[src/rtl/phy_err_pkg.sv]
package phy_err_pkg;
    // ------------------------------------------------------------
    // register indices (printed offsets are not word multiples)
    // ------------------------------------------------------------
    localparam logic [4:0] IDX_FALSE_CARRIER = 5'h13;
    localparam logic [4:0] IDX_DISCONNECT = 5'h14;
    localparam logic [4:0] IDX_ERROR_FRAME = 5'h15;
    localparam logic [4:0] IDX_SYMBOL_ERROR = 5'h16;
    localparam logic [4:0] IDX_EARLY_END = 5'h17;
    localparam logic [4:0] IDX_SLOW_END = 5'h18;
    localparam logic [4:0] IDX_JABBER = 5'h19;
    localparam logic [4:0] IDX_SPECIAL_LED = 5'h1B;
    localparam logic [4:0] IDX_IRQ_STATUS = 5'h1C;
    localparam logic [4:0] IDX_IRQ_MASK = 5'h1D;
    localparam int ADDR_W = 7;
    localparam int NUM_CNT = 7;
    localparam int FIRST_CNT = 19;
    localparam int CNT_FALSE_CARRIER = 0;
    localparam int CNT_EARLY_END = 4;
    // ------------------------------------------------------------
    // fields and reset values
    // ------------------------------------------------------------
    localparam int SWAP_BIT = 5;
    localparam int NATIVE_BIT = 4;
    localparam int RXJAB_BIT = 3;
    localparam int LEDSEL_LSB = 0;
    localparam logic [15:0] CNT_RESET = 16'h0000;
    localparam logic [15:0] EARLY_END_RESET = 16'h0001;
    localparam logic [2:0] LEDSEL_RESET = 3'h0;
    localparam logic [7:0] MASK_RESET = 8'h00;
    localparam logic [2:0] SYMBOL_RUN = 3'h6;
    // ------------------------------------------------------------
    // led select codes
    // ------------------------------------------------------------
    localparam logic [2:0] LED_ACT_LINK = 3'h0;
    localparam logic [2:0] LED_SPD_COL = 3'h1;
    localparam logic [2:0] LED_SPD_LINK = 3'h2;
    localparam logic [2:0] LED_ACT_COL = 3'h3;
    localparam logic [2:0] LED_OFF_OFF = 3'h4;
    localparam logic [2:0] LED_OFF_ON = 3'h5;
    localparam logic [2:0] LED_ON_OFF = 3'h6;
endpackage : phy_err_pkg

[src/rtl/phy_error_counters_led_ctrl.sv]
`timescale 1ns/100ps
// Summary of operation
// - false carrier count, read clears it
// - other counters saturate, read clears them
// - count each 100M disconnect event
// - error frame counted once per frame
// - count symbol errors, folded by run
// - six consecutive bad symbols count once
// - premature end count, reset value one
// - count each 10M end of frame
// - count each transmit jabber event
// - control bits 15:6 read zero
// - bit 5 swaps led mapping, keep 0
// - bit 4 reports native mode
// - bit 3 drops carrier in 100M rx jabber
// - led select field picks lamp functions
module phy_error_counters_led_ctrl (
    input wire logic i_sys_clk,
    input wire logic i_sys_rst,
    // register bus, one wait state per access
    input wire logic [phy_err_pkg::ADDR_W-1:0] i_avs_address,
    input wire logic i_avs_read,
    input wire logic i_avs_write,
    input wire logic [31:0] i_avs_writedata,
    input wire logic [3:0] i_avs_byteenable,
    output logic [31:0] o_avs_readdata,
    output logic o_avs_waitrequest,
    // event pulses, one count per high cycle bar the folded symbol and error-frame counts
    input wire logic i_false_carrier,
    input wire logic i_disconnect,
    input wire logic i_frame_active,
    input wire logic i_symbol_error,
    input wire logic i_early_frame_end,
    input wire logic i_slow_frame_end,
    input wire logic i_jabber_detect,
    // line status levels
    input wire logic i_native_mode,
    input wire logic i_speed_100,
    input wire logic i_rx_jabber,
    input wire logic i_carrier_sense,
    input wire logic i_activity,
    input wire logic i_link_up,
    input wire logic i_collision,
    // gated carrier, lamps and interrupt
    output logic o_carrier_sense,
    output logic o_activity_lamp_n,
    output logic o_link_lamp_n,
    output logic o_irq
);
    localparam int N = phy_err_pkg::NUM_CNT;
    // register map, word index = byte address / 4:
    //   0x13..0x19 event counters in event order
    //   0x1B special control, 0x1C irq status, 0x1D irq mask
    //   every other index reads zero and ignores writes
    //   0x1A is a hole in the map and reads zero
    // only the low 16 bits of any register carry data

    // ------------------------------------------------------------
    // helpers
    // ------------------------------------------------------------
    // word index from the byte address
    // the two low address bits select a byte lane and are
    // dropped; any misaligned address hits the same word
    function automatic logic [4:0] word_index(input logic [phy_err_pkg::ADDR_W-1:0] a);
        word_index = a[phy_err_pkg::ADDR_W-1:2];
    endfunction : word_index

    // one counting step, saturating or wrapping
    // false carrier wraps, all other counters stick at full
    function automatic logic [15:0] count_step(input logic [15:0] v, input logic sat);
        if (sat && v == 16'hFFFF) begin
            count_step = v;
        end else begin
            count_step = v + 16'h0001;
        end
    endfunction : count_step

    // ------------------------------------------------------------
    // state
    // ------------------------------------------------------------
    // event counters and their next values
    logic [15:0] cnt [N];
    logic [15:0] next_cnt [N];
    // software control fields
    logic [2:0] led_sel;
    logic [2:0] next_led_sel;
    logic swap_map;
    logic next_swap_map;
    logic rxjab_cs_off;
    logic next_rxjab_cs_off;
    // interrupt status and mask
    logic [7:0] irq_status;
    logic [7:0] next_irq_status;
    logic [7:0] irq_mask;
    logic [7:0] next_irq_mask;
    // frame and symbol run tracking
    logic in_frame_err;
    logic next_in_frame_err;
    logic [2:0] sym_run;
    logic [2:0] next_sym_run;
    // bus answer
    logic ack;
    logic next_ack;
    logic [31:0] rdata;
    logic [31:0] next_rdata;
    // combinational helpers
    logic [N-1:0] event_vec;
    logic [N-1:0] rd_clear;
    logic frame_err_evt;
    logic sym_count_evt;
    logic access;
    logic [4:0] idx;
    logic [15:0] ctrl_word;

    // a request is taken only while no answer is pending;
    // ack blocks a second take of the same held request
    assign access = (i_avs_read || i_avs_write) && !ack;
    assign idx = word_index(i_avs_address);
    assign ctrl_word = {10'h000, swap_map, i_native_mode, rxjab_cs_off, led_sel};

    // ------------------------------------------------------------
    // event shaping
    // ------------------------------------------------------------
    // symbol runs and per-frame error detection; a run is
    // broken by any quiet cycle, so six bad symbols spread
    // over gaps count more than once, by intent: only
    // sequential symbols are folded together
    // outside a frame each error counts on its own, since
    // there is no frame to attach it to
    // the error-frame flag drops as soon as the frame ends,
    // ready for the next frame
    always_comb begin
        next_in_frame_err = in_frame_err;
        next_sym_run = sym_run;
        sym_count_evt = 1'b0;
        // one count per six bad symbols
        if (i_symbol_error) begin
            if (sym_run == 3'h0) begin
                sym_count_evt = 1'b1;
            end
            if (sym_run == phy_err_pkg::SYMBOL_RUN - 3'h1) begin
                next_sym_run = 3'h0;
            end else begin
                next_sym_run = sym_run + 3'h1;
            end
        end else begin
            next_sym_run = 3'h0;
        end
        frame_err_evt = 1'b0;
        if ((i_symbol_error || i_early_frame_end) && !in_frame_err) begin
            frame_err_evt = 1'b1;
            next_in_frame_err = i_frame_active;
        end
        if (!i_frame_active) begin
            next_in_frame_err = 1'b0;
        end
    end

    // tracking state; cleared by reset so a frame in flight
    // at reset is not charged to the next one
    always_ff @(posedge i_sys_clk) begin
        if (i_sys_rst) begin
            in_frame_err <= 1'b0;
            sym_run <= 3'h0;
        end else begin
            in_frame_err <= next_in_frame_err;
            sym_run <= next_sym_run;
        end
    end

    // ------------------------------------------------------------
    // counters
    // ------------------------------------------------------------
    // bit order of the event vector fixes the counter order
    // and the irq status bit order; keep both in step
    // symbol and error-frame bits come from the shaping above
    // false carrier source
    assign event_vec = {i_jabber_detect, i_slow_frame_end, i_early_frame_end,
                        sym_count_evt, frame_err_evt, i_disconnect, i_false_carrier};

    // a clearing read and an event in the same cycle give a
    // count of one: the read returns the old value and the
    // event lands after the clear, so nothing is lost
    // writes are not decoded here at all, which keeps the
    // counters read-only whatever the byte lanes say
    // reads of the control or irq words never clear counters
    always_comb begin
        for (int k = 0; k < N; k++) begin
            rd_clear[k] = access && i_avs_read && (idx == 5'(phy_err_pkg::FIRST_CNT + k));
            next_cnt[k] = cnt[k];
            if (rd_clear[k]) begin
                next_cnt[k] = phy_err_pkg::CNT_RESET;
            end
            if (event_vec[k]) begin
                next_cnt[k] = count_step(next_cnt[k], k != phy_err_pkg::CNT_FALSE_CARRIER);
            end
        end
    end

    // counters register; only premature end starts at one
    // so software sees a nonzero value before any traffic
    always_ff @(posedge i_sys_clk) begin
        for (int k = 0; k < N; k++) begin
            if (i_sys_rst) begin
                cnt[k] <= (k == phy_err_pkg::CNT_EARLY_END) ? phy_err_pkg::EARLY_END_RESET
                                                            : phy_err_pkg::CNT_RESET;
            end else begin
                cnt[k] <= next_cnt[k];
            end
        end
    end

    // ------------------------------------------------------------
    // control, interrupt and bus
    // ------------------------------------------------------------
    // register writes, interrupt status and read mux
    // only byte lane 0 gates writes: every writable field
    // sits in the low byte, upper lanes are don't care
    // the read mux samples the counter in the take cycle,
    // the same cycle in which the clear is applied
    // status write-one-to-clear runs before the set, so an
    // event in the clearing cycle keeps its bit
    always_comb begin
        next_led_sel = led_sel;
        next_swap_map = swap_map;
        next_rxjab_cs_off = rxjab_cs_off;
        next_irq_mask = irq_mask;
        next_irq_status = irq_status;
        next_ack = access;
        next_rdata = rdata;
        if (access && i_avs_write && i_avs_byteenable[0]) begin
            if (idx == phy_err_pkg::IDX_SPECIAL_LED) begin
                next_led_sel = i_avs_writedata[phy_err_pkg::LEDSEL_LSB +: 3];
                next_swap_map = i_avs_writedata[phy_err_pkg::SWAP_BIT];
                next_rxjab_cs_off = i_avs_writedata[phy_err_pkg::RXJAB_BIT];
            end else if (idx == phy_err_pkg::IDX_IRQ_MASK) begin
                next_irq_mask = i_avs_writedata[7:0];
            end else if (idx == phy_err_pkg::IDX_IRQ_STATUS) begin
                // write one to clear
                next_irq_status = irq_status & ~i_avs_writedata[7:0];
            end
        end
        // set wins over clear
        next_irq_status = next_irq_status | {1'b0, event_vec};
        if (access && i_avs_read) begin
            next_rdata = 32'h0000_0000;
            if (idx >= 5'(phy_err_pkg::FIRST_CNT) && idx < 5'(phy_err_pkg::FIRST_CNT + N)) begin
                next_rdata[15:0] = cnt[3'(idx - 5'(phy_err_pkg::FIRST_CNT))];
            end else if (idx == phy_err_pkg::IDX_SPECIAL_LED) begin
                next_rdata[15:0] = ctrl_word;
            end else if (idx == phy_err_pkg::IDX_IRQ_STATUS) begin
                next_rdata[7:0] = irq_status;
            end else if (idx == phy_err_pkg::IDX_IRQ_MASK) begin
                next_rdata[7:0] = irq_mask;
            end
        end
    end

    // control, interrupt and bus registers
    // readdata is held between reads, so a late sample by
    // the master still sees the last answered word
    always_ff @(posedge i_sys_clk) begin
        if (i_sys_rst) begin
            led_sel <= phy_err_pkg::LEDSEL_RESET;
            swap_map <= 1'b0;
            rxjab_cs_off <= 1'b0;
            irq_mask <= phy_err_pkg::MASK_RESET;
            irq_status <= phy_err_pkg::MASK_RESET;
            ack <= 1'b0;
            rdata <= 32'h0000_0000;
        end else begin
            led_sel <= next_led_sel;
            swap_map <= next_swap_map;
            rxjab_cs_off <= next_rxjab_cs_off;
            irq_mask <= next_irq_mask;
            irq_status <= next_irq_status;
            ack <= next_ack;
            rdata <= next_rdata;
        end
    end

    // one wait cycle, then answer
    // waitrequest is combinational from ack, so an idle bus
    // shows it high and no answer can come early
    assign o_avs_waitrequest = !ack;
    assign o_avs_readdata = rdata;
    assign o_irq = |(irq_status & irq_mask);

    // ------------------------------------------------------------
    // carrier sense and lamps
    // ------------------------------------------------------------
    // lamp functions before the swap mux, active high
    logic lamp_a;
    logic lamp_b;
    logic next_lamp_a;
    logic next_lamp_b;
    logic next_cs;

    // carrier gating and lamp function decode
    // codes four to seven ignore the line state entirely so
    // a board can test its lamps without a link
    // code seven lights both lamps
    always_comb begin
        // cut carrier in 100M rx jabber
        next_cs = i_carrier_sense && !(rxjab_cs_off && i_speed_100 && i_rx_jabber);
        case (led_sel)
            phy_err_pkg::LED_ACT_LINK: begin
                next_lamp_a = i_activity;
                next_lamp_b = i_link_up;
            end
            phy_err_pkg::LED_SPD_COL: begin
                next_lamp_a = i_speed_100;
                next_lamp_b = i_collision;
            end
            phy_err_pkg::LED_SPD_LINK: begin
                next_lamp_a = i_speed_100;
                next_lamp_b = i_link_up;
            end
            phy_err_pkg::LED_ACT_COL: begin
                next_lamp_a = i_activity;
                next_lamp_b = i_collision;
            end
            phy_err_pkg::LED_OFF_OFF: begin
                next_lamp_a = 1'b0;
                next_lamp_b = 1'b0;
            end
            phy_err_pkg::LED_OFF_ON: begin
                next_lamp_a = 1'b0;
                next_lamp_b = 1'b1;
            end
            phy_err_pkg::LED_ON_OFF: begin
                next_lamp_a = 1'b1;
                next_lamp_b = 1'b0;
            end
            default: begin
                next_lamp_a = 1'b1;
                next_lamp_b = 1'b1;
            end
        endcase
    end

    // lamp and carrier registers; reset leaves lamps dark
    // and carrier low until the first real sample
    always_ff @(posedge i_sys_clk) begin
        if (i_sys_rst) begin
            lamp_a <= 1'b0;
            lamp_b <= 1'b0;
            o_carrier_sense <= 1'b0;
        end else begin
            lamp_a <= next_lamp_a;
            lamp_b <= next_lamp_b;
            o_carrier_sense <= next_cs;
        end
    end

    // the swap mux is combinational: a swap write moves the
    // lamps at once, one cycle before a new code arrives
    // swap lamp mapping when set
    // lamps are active low: a lit lamp drives zero
    assign o_activity_lamp_n = !(swap_map ? lamp_b : lamp_a);
    assign o_link_lamp_n = !(swap_map ? lamp_a : lamp_b);
endmodule : phy_error_counters_led_ctrl

[config.mk]
export PLATFORM = sky130hd
export DESIGN_NAME = phy_error_counters_led_ctrl
export DESIGN_NICKNAME = d
export VERILOG_FILES = /design/src/rtl/phy_err_pkg.sv /design/src/rtl/phy_error_counters_led_ctrl.sv
export SDC_FILE = /design/constraint.sdc
export NUM_CORES = 1
export LEC_CHECK = 0
export BUFFER_PORTS_ARGS = -buffer_cell sky130_fd_sc_hd__buf_2
export CORE_ASPECT_RATIO = 0.7
export CORE_MARGIN = 5
export CORE_UTILIZATION = 45
export CTS_BUF_LIST = sky130_fd_sc_hd__clkbuf_8
export DETAILED_ROUTE_END_ITERATION = 8
export SYNTH_ARGS = -nofsm -noshare
export SYNTH_HDL_FRONTEND = slang
export SYNTH_SLANG_ARGS = --single-unit
[constraint.sdc]
create_clock -name i_sys_clk -period 4.4 [get_ports i_sys_clk]
set_input_delay 1.1 -clock i_sys_clk [delete_from_list [all_inputs] [get_ports i_sys_clk]]
set_output_delay 1.1 -clock i_sys_clk [all_outputs]
set_load 0.005 [all_outputs]
==> results of run 1 <==
==> path summary, 6_finish.rpt <==
check | startpoint | to | slack [ns] | cells past startpoint
min | o_avs_readdata[7] | o_avs_readdata[7] | 0.46 | 1
min reg2reg | o_avs_readdata[7] | o_avs_readdata[7] | 0.46 | 1
max | i_avs_address[2] | cnt[5][0] | 0.56 | 12
max reg2reg | ack | cnt[5][0] | 1.30 | 9
==> report_power, final <==
part | internal (mW) | switching [mW] | leakage, nW | total (mW)
sequential | 1.45 | 0.0284 | 1.27 | 1.47
combinational | 0.0922 | 0.158 | 1.86 | 0.250
clock | 0.608 | 0.566 | 0.217 | 1.17
==> synthesized netlist by cell type (7+ instances only) <==
cell type and number:
a211oi_1 8, a21oi_1 53, a31o_2 7, and2_1 22
and3_1 16, and4_1 19, buf_2 10, buf_4 18
clkbuf_1 29, dfxtp_1 157, ha_1 14, inv_1 20
mux2i_1 53, mux4_2 16, nand2_1 106, nand3_1 39
nand4_1 40, nor2_1 115, nor3_1 24, nor4_1 12
o211ai_1 9, o21ai_0 51, or3_1 8, xnor2_1 44
xor2_1 29
==> critical path: cells and delay by family <==
family                     cells  cell delay [ns]
AOI/OAI and AO/OA              1             0.26
xor gates and xnor gates       1             0.19
adders and majority gates      2             0.53
buffers and inverters          2             0.30
and+or+nand+nor                6             1.79
==> registers in the layout, indices dropped and copies added, names as in the netlist <==
signal,flops
irq_status,8
o_avs_readdata,16
ack,1
in_frame_err,1
rxjab_cs_off,1
lamp_b,1
led_sel,3
cnt,112
sym_run,3
o_carrier_sense,1
lamp_a,1
irq_mask,8
swap_map,1
==> final cells by class <==
cell class | instances | area [µm²] | share of cell area (%)
multi-input combinational | 799 | 5270 | 55.0
sequential | 157 | 3140 | 32.8
timing repair buffer | 63 | 343 | 3.58
tap | 264 | 330 | 3.45
clock buffer | 17 | 234 | 2.44
clock inverter | 14 | 181 | 1.89
inverter | 20 | 75.1 | 0.784
==> kinds of logic (layout without fill, tap and decap cells) <==
family / after synthesis / after routing
AOI/OAI and AO/OA: 189 / 189
adders and majority gates: 14 / 14
muxes: 69 / 69
other: 1 / 16
buffers and inverters: 85 / 114
xor gates and xnor gates: 73 / 73
and+or+nand+nor: 438 / 438
DFF: 157 / 157
==> per-stage QoR <==
| step | util, % | hold WS (ns) |
|---|---|---|
| finish | 50.4 | 0.459 |
| global route | 50.4 | 0.478 |
| CTS | 50.4 | 0.460 |
| detailed placement | 48.2 | 0.438 |
| global placement | 48.2 | 0.432 |
| floorplan | - | 0.425 |
==> routing by layer <==
layer | up-vias | share of wire, %
met4 | 2 | 1.0
met2 | 308 | 37
met1 | 3668 | 52
li1 | 3765 | -
met3 | 22 | 9.9
met5 | - | 0.028
==> impl_results.md, run 1 <==
* Status: complete, no violations
* Post-synthesis xor/xnor area fraction at 7.29%
* Vias in the first global route at 6760
* Synthesized flop and latch total at 157
* Num ports at 98
* RSZ-0062 raised after global routing: no
* Cell area power density at 302 nW/µm²
* Slew Viols, Final at 0
* Worst path slowest cell: nor3b_1
* Core footprint at 19000 µm²
* Congestion Overflow GR at 0
* GRT Total Usage at 22.2%
* Worst slack, placed at 0.177 ns
* Die Y at 127 µm
* Setup crit end kind: flip-flop
* Post-synth top area cell: dfxtp_1
* Layer with the highest usage: met1
* Clock Sinks at 157
* Headroom to the max-slew limit at 39.5%
* Netlist cell types at 71
* Achievable frequency at 260 MHz
* HPWL Detailed at 19100 µm
* Pre-antenna DRT Iters at 5
* Synth Warn # at 0
* Multiplexer share of the synthesized area at 10.2%
* Most used DFF post-synth: dfxtp_1
* GRT met2 Usage at 27.7%
* Port-buffer cells at 52
* Setup TNS at 0 ns
* Post-Synth Adder-Cell Area at 2.00%
* Number of flops mapped to enable cells by yosys at 0
* Post-Synth Simple-Gate Area at 25.4%
* Crit path time final at 3.84 ns
* Hold buffer count at cts at 0
* Sequential share of the synthesized area at 35.8%
* TritonCTS clock tree: yes
* CTS root buf: clkbuf_8
* H-tree Lvls at 4
* DR vias/cell at 5.82
* Ratio of cells with drive above 1 in the final layout at 12.3%
* First-pass GRT wire length at 39200 µm
* Initial DRC count at 913
* Worst path max stage delay at 0.70 ns
* Syn avg cell area at 8.55 µm²
* Nets at 1133
* Leak at 3.35 nW
* Initial core utilization at 46.1%
* Post-cts gate resize count at 0
* Placed Area at 9170 µm²
* Clk buf depth at 2
* Routed WL at 25300 µm
* Diode count at 0
* Setup Crit Path Kind: primary input to flip-flop
* Worst Hold Class: flip-flop to flip-flop
* Worst slew pin tran at 0.904 ns
* Antenna Nets Post-Route at 0
* Chip width at 177 µm
* Placed Cells at 1303
* PnR worst setup slack at 0.557 ns
* Final setup fails at 0
* Global Route met1 Usage at 37.2%
* Worst-path clk slew at 0.09 ns
* Ys async rst share at 0%
* Synth Area in Compound Gates at 14.5%
* Critical path, cell by cell: buf_2, inv_1, ha_2, nand3_1, or2_1, and2_1, ha_1, and4_1, nor3b_1, a21boi_1, xnor2_1, nor2_1
* RePlAce Congestion at 0.874
* Largest family of logic cells by synthesized area: simple AND/OR/NAND/NOR gates
* Startpoint Class: primary input
* Max VDD drop at 0.182 mV
* Die area at 22400 µm²
* Design Area, Final at 9580 µm²
* Fillers at 1871
* MaxCap Viol Count at 0
* Met3 usage at 5.68%
* Commonest non-fill, non-tap cell in the layout: dfxtp_1
* CTS Buf Count at 17
* Post-Layout Cell Count at 1334
* Commonest cells after routing, fill and taps aside: dfxtp_1 (157), nor2_1 (115), nand2_1 (106), mux2i_1 (53), a21oi_1 (53)
* Final Skew at 0.0169 ns
* Post-synth top area share at 35.8%
* Setup Buffers After CTS at 0
* Area Growth Syn to Fin at 9.21%
* Final hold viol count at 0
* Worst-path maximum fanout at 8
* Clk_lat worst skew at 0.46 ns
* Top post-synthesis cells by area: dfxtp_1 (36%), mux2i_1 (6.0%), nor2_1 (4.9%)
* Syn Std Cell Area at 8770 µm²
* Synth Instances at 1026
* # rows at 42
* Largest net degree at the start of global routing at 58
* Arr. time, crit path at 4.17 ns
* Drc violations at 0
* Worst path required time at 4.72 ns
* WL/cell at 19.0 µm
* Via count at 7765
* Initial antenna violation count at 1
* Crit share post-route at 87.3%
* Tot Pwr at 2.90 mW
Power figures use the tool's default switching activity.
==> run 2: changes to the inputs <==
--- a/config.mk
+++ b/config.mk
@@ -5,6 +5,7 @@
 export SDC_FILE = /design/constraint.sdc
 export NUM_CORES = 1
 export LEC_CHECK = 0
+export ABC_AREA = 1
 export BUFFER_PORTS_ARGS = -buffer_cell sky130_fd_sc_hd__buf_2
 export CORE_ASPECT_RATIO = 0.7
 export CORE_MARGIN = 5
==> run 2 against run 1 <==
Effect of this change:
- non-clock buffer count stayed put
- fmax is 19% higher
- final cell count is 52% higher
- die area is 17% higher
- cell area is 15% higher
- clock power is 4% lower
- clock-buffer cell count stayed put
- largest cell class unchanged
==> impl_results.md, run 2 <==
* Worst Hold Class: flip-flop to flip-flop
* TritonCTS clock tree: yes
* Post-cts gate resize count at 0
* GRT met2 Usage at 32.3%
* Final setup fails at 0
* Fillers at 2413
* Via count at 10687
* Commonest cells after routing, fill and taps aside: nand2_1 (437), nor2_1 (246), inv_1 (168), nand3_1 (157), dfxtp_1 (157)
* Number of flops mapped to enable cells by yosys at 0
* HPWL Detailed at 23200 µm
* Slew Viols, Final at 0
* Max FFs per register at 112
* Top cells by count, synth: nand2_1 (437), nor2_1 (246), inv_1 (169)
* # rows at 46
* Top post-synthesis cells by area: dfxtp_1 (30%), nand2_1 (16%), nor2_1 (8.9%)
* Cell mode on critical path: nor2_1
* Post-Synth Adder-Cell Area at 1.69%
* Placed Area at 10700 µm²
* FF-to-FF Start: ack
* Post-Synth Simple-Gate Area at 40.7%
* Drc violations at 0
* Sequential share of the synthesized area at 30.4%
* Nets at 1774
* Antenna Nets Post-Route at 0
* Largest reg by FF count: cnt
* Ratio of cells with drive above 1 in the final layout at 9.46%
* Layer with the highest usage: met1
* Largest net degree at the start of global routing at 70
* Post-synthesis xor/xnor area fraction at 1.52%
* H-tree Lvls at 4
* Diode count at 0
* Leak at 4.57 nW
* Chip width at 191 µm
* Area Growth Syn to Fin at 6.84%
* Num ports at 98
* Clock Sinks at 157
* Status: complete, no violations
* Final Hold Slack at 0.468 ns
* Met3 usage at 4.95%
* RePlAce Congestion at 0.903
* Final Skew at 0.0220 ns
* Port-buffer cells at 52
* Worst path max stage delay at 0.36 ns
* First-pass GRT wire length at 50100 µm
* Most used DFF post-synth: dfxtp_1
* Crit. Startpoint: i_avs_address[2]
* Most frequent cell after synthesis: nand2_1
* Largest family of logic cells by synthesized area: simple AND/OR/NAND/NOR gates
* Achievable frequency at 311 MHz
* Initial core utilization at 45.7%
* Multiplexer share of the synthesized area at 0%
* Setup Crit Path Kind: primary input to flip-flop
* Worst slack, placed at 0.696 ns
* Critical path, cell by cell: buf_2, inv_2, ha_1, inv_1, nor2_1, nand2_4, nand2_1, inv_1, ha_1, nand4_1, nor2_1, nand4_2, nand2_1, inv_1, nor2_1, nor2_1
* Crit path time final at 3.22 ns
* PnR worst setup slack at 1.18 ns
* Clk buf depth at 2
* Pre-antenna DRT Iters at 6
* Worst path slowest cell: nand4_2
* Ys async rst share at 0%
* Setup Buffers After CTS at 0
* Hold buffer count at cts at 0
* Min-delay src: o_avs_readdata[15]
* Die area at 26200 µm²
* Design Area, Final at 11100 µm²
* Worst slew pin tran at 0.910 ns
* CTS Buf Count at 17
* Synth Instances at 1683
* Routed WL at 31800 µm
* Cells on worst reg2reg path at 14
* Clk_lat worst skew at 0.49 ns
* Synth Area in Compound Gates at 14.6%
* Syn avg cell area at 6.15 µm²
* Synthesized flop and latch total at 157
* Setup TNS at 0 ns
* Headroom to the max-slew limit at 39.3%
* Worst path required time at 4.80 ns
* Synth Warn # at 0
* Startpoint Class: primary input
* Initial antenna violation count at 0
* Worst-path clk slew at 0.11 ns
* Core footprint at 22700 µm²
* Post-synth top area share at 30.4%
* Commonest non-fill, non-tap cell in the layout: nand2_1
* Max VDD drop at 0.181 mV
* Global Route met1 Usage at 38.6%
* MaxCap Viol Count at 0
* Post-synth top area cell: dfxtp_1
* RSZ-0062 raised after global routing: no
* Final hold viol count at 0
* Hold depth at 2
* Netlist cell types at 50
* Die Y at 137 µm
* WL/cell at 15.7 µm
* Cell area power density at 267 nW/µm²
* Vias in the first global route at 9225
* DR vias/cell at 5.28
* Arr. time, crit path at 3.62 ns
* Fin util at 48.8%
* Initial DRC count at 1139
* Worst-path maximum fanout at 23
* GRT Total Usage at 24.1%
* CTS root buf: clkbuf_8
* Crit share post-route at 73.2%
* Syn Std Cell Area at 10400 µm²
* Setup crit end kind: flip-flop
* Congestion Overflow GR at 0
==> run 2: changes by cell type after synthesis, sizes merged, moves of 37 or more <==
| cell | change |
|---|---|
| nor2 | +160 |
| mux2i | -53 |
| o21ai | +51 |
| xnor2 | -37 |
| inv | +156 |
| nand2 | +341 |
| nand3 | +124 |
| a21oi | +75 |
==> run 2: final cells by class <==
class	instances	area (µm²)	area share, %
Inverter	178	671	6.06
Clock inverter	15	154	1.39
Tap cell	312	390	3.53
Clock buffer	17	234	2.11
Sequential cell	157	3140	28.4
Timing Repair Buffer	63	343	3.10
Multi-Input combinational cell	1282	6130	55.4
==> run 2: report_power, final <==
part | switching (mW) | total (mW) | internal [mW]
Combinational | 0.258 | 0.360 | 0.102
Sequential | 0.0238 | 1.47 | 1.45
Clock | 0.655 | 1.12 | 0.466
Total | 0.937 | 2.95 | 2.02
==> run 2: cells by family (layout without fill, tap and decap cells) <==
family                   after synthesis  in the layout
buffers and inverters                259            273
flip-flops                           157            157
other                                  1             16
XOR/XNOR                              18             18
AO/OA/AOI/OAI                        278            278
AND/OR/NAND/NOR                      956            956
adder cells (fa/ha/maj)               14             14
==> run 2: path summary, 6_finish.rpt <==
| check | endpoint | slack [ns] |
|---|---|---|
| max | cnt[3][1] | 1.18 |
| min | o_avs_readdata[15] | 0.47 |
| min reg2reg | o_avs_readdata[15] | 0.47 |
| max reg2reg | cnt[3][1] | 1.68 |
==> run 2: per-stage QoR <==
stage / instances / power (mW)
global placement: 1992 / 1.86
detailed placement: 1992 / 1.86
CTS: 2024 / 2.97
floorplan: 1698 / 1.74
global route: 2024 / 3.07
finish: 2024 / 2.95
==> run 2: worst max-delay path, delay by kind of cell <==
family / cells / cell delay (ns)
simple gates: 9 / 1.44
buf+inv: 5 / 0.61
fa+ha+maj: 2 / 0.44
==> run 2: metal layers <==
| layer | part of all wire, % | up-vias |
|---|---|---|
| met1 | 52 | 4804 |
| met3 | 7.9 | 38 |
| li1 | - | 5467 |
| met4 | 2.0 | 0 |
| met2 | 38 | 378 |
| met5 | 0 | - |
==> run 3: changes to the inputs <==
==> constraint.sdc (replaced) <==
create_clock -name i_sys_clk -period 3.35 [get_ports i_sys_clk]
set_input_delay 0.8375 -clock i_sys_clk [delete_from_list [all_inputs] [get_ports i_sys_clk]]
set_output_delay 0.8375 -clock i_sys_clk [all_outputs]
set_load 0.005 [all_outputs]
==> run 3 against run 2 <==
Effect of this change:
- sequential power up 31%
- wire length about the same
- combinational power up 33%
- critical path type unchanged
- highest routed layer unchanged
- largest power group unchanged
==> impl_results.md, run 3 (synthesis gave the netlist of run 2 again) <==
* Initial antenna violation count at 0
* Arr. time, crit path at 3.04 ns
* Worst Hold Class: flip-flop to flip-flop
* Via count at 10799
* Clk_lat worst skew at 0.48 ns
* Area Growth Syn to Fin at 8.76%
* Design Area, Final at 11300 µm²
* Worst-path maximum fanout at 13
* Sw Share at 28.9%
* RSZ-0062 raised after global routing: no
* Headroom to the max-slew limit at 41.3%
* Worst path slowest cell: nand4_2
* Commonest cells after routing, fill and taps aside: nand2_1 (437), nor2_1 (246), inv_1 (168), nand3_1 (157), dfxtp_1 (157)
* Worst path required time at 3.68 ns
* Setup Buffers After CTS at 0
* Port-buffer cells at 52
* Worst slew pin tran at 0.880 ns
* Largest net degree at the start of global routing at 87
* Max FFs per register at 112
* Drc violations at 0
* Fin util at 49.7%
* # rows at 46
* Hold buffer count at cts at 0
* Nets at 1785
* HPWL Detailed at 23300 µm
* Chip width at 191 µm
* First-pass GRT wire length at 50300 µm
* Congestion Overflow GR at 0
* Vias in the first global route at 9266
* Initial DRC count at 1094
* Cell area power density at 368 nW/µm²
* H-tree Lvls at 4
* Startpoint Class: primary input
* Combinational fraction of design power at 11.6%
* WL/cell at 15.6 µm
* Crit path time final at 2.71 ns
* Psw at 1.20 mW
* Setup TNS at 0 ns
* Post-cts gate resize count at 0
* CTS root buf: clkbuf_8
* Core footprint at 22700 µm²
* Achievable frequency at 369 MHz
* Largest reg by FF count: cnt
* Commonest non-fill, non-tap cell in the layout: nand2_1
* Status: complete, no violations
* Die Y at 137 µm
* Placed Area at 10800 µm²
* CTS Buf Count at 17
* Worst path max stage delay at 0.33 ns
* GRT Total Usage at 24.2%
* MaxCap Viol Count at 0
* Worst-path clk slew at 0.09 ns
* Seq. cell area at 3140 µm²
* Routed WL at 31800 µm
* Critical path, cell by cell: buf_2, inv_2, ha_1, nand2_1, nor2_4, nor2_1, ha_1, nand4_1, nor2_1, nand4_2, nand2_1, nand2_1, nand2_1, nor2_1
* Pre-antenna DRT Iters at 5
* Die area at 26200 µm²
* Num ports at 98
* Cell mode on critical path: nand2_1
* Setup Crit Path Kind: primary input to flip-flop
* Final hold viol count at 0
* Ratio of cells with drive above 1 in the final layout at 10.0%
* Clk buf depth at 2
* Final setup fails at 0
* Slew Viols, Final at 0
* Final Skew at 0.0127 ns
* RePlAce Congestion at 0.887
* Setup crit end kind: flip-flop
* Fillers at 2454
* Diode count at 0
* Crit share post-route at 80.9%
* Initial core utilization at 45.7%
* Leak at 4.67 nW
* Sequential Power Share at 46.7%
* Buffers & Inverters on Critical Path at 2
* Max VDD drop at 0.254 mV
* Multi-input gate area at 6130 µm²
* TritonCTS clock tree: yes
* Int Pwr at 2.95 mW
* DR vias/cell at 5.31
* Family with the most delay on the worst path: simple AND/OR/NAND/NOR gates
* Clock Sinks at 157
* Clock share of power at 41.7%
* Antenna Nets Post-Route at 0
## run 3: changes by cell type in the layout (fill, tap and decap cells not counted), sizes merged
cell / change
buf: +11
bufinv: +4
clkinv: -3
inv: -2
clkinvlp: +1
## run 3: power by group through the flow
stage / Clock [mW] / Sequential, mW / Combinational, mW
after floorplan: 0 / 1.97 / 0.323
after detailed placement: 0 / 1.98 / 0.471
after CTS: 1.76 / 1.93 / 0.474
final: 1.73 / 1.93 / 0.479
after global routing: 1.83 / 1.94 / 0.531
after global placement: 0 / 1.98 / 0.468
## run 3: per-stage QoR
stage | power (mW) | hold slack, ns | std cells | setup WS [ns]
after floorplan | 2.29 | 0.431 | 1698 | 0.0984
after global routing | 4.30 | 0.486 | 2035 | 0.380
after detailed placement | 2.45 | 0.453 | 2003 | 0.183
after global placement | 2.44 | 0.452 | 2003 | 0.233
after CTS | 4.16 | 0.468 | 2035 | 0.700
final | 4.14 | 0.465 | 2035 | 0.639
## run 3: path summary, 6_finish.rpt
| path | start | end | slack [ns] | cells after the start |
|---|---|---|---|---|
| max | i_avs_address[2] | cnt[1][15] | 0.64 | 14 |
| max reg2reg | ack | cnt[3][0] | 0.82 | 14 |
| min reg2reg | o_avs_readdata[15] | o_avs_readdata[15] | 0.46 | 2 |
| min | o_avs_readdata[15] | o_avs_readdata[15] | 0.46 | 2 |
## run 3: metal layers
metal | global-route usage, % | vias to the layer above | part of all wire (%)
met5 | 0 | - | 0
met4 | 5.34 | 0 | 1.3
met3 | 4.11 | 25 | 7.4
met2 | 33.2 | 361 | 40
met1 | 39.0 | 4921 | 52
li1 | - | 5492 | -
## run 3: cell type report
class,count,area share (%)
tap,312,3.47
timing repair buffer,74,4.11
sequential,157,27.9
clock inverter,15,2.07
inverter,178,5.95
clock buffer,17,2.08
multi-input combinational,1282,54.4
## run 3: worst min-delay path, stage by stage (launching register included)
cell and delay, ns:
dfxtp_1 0.32, nand2_1 0.05, a21oi_1 0.05
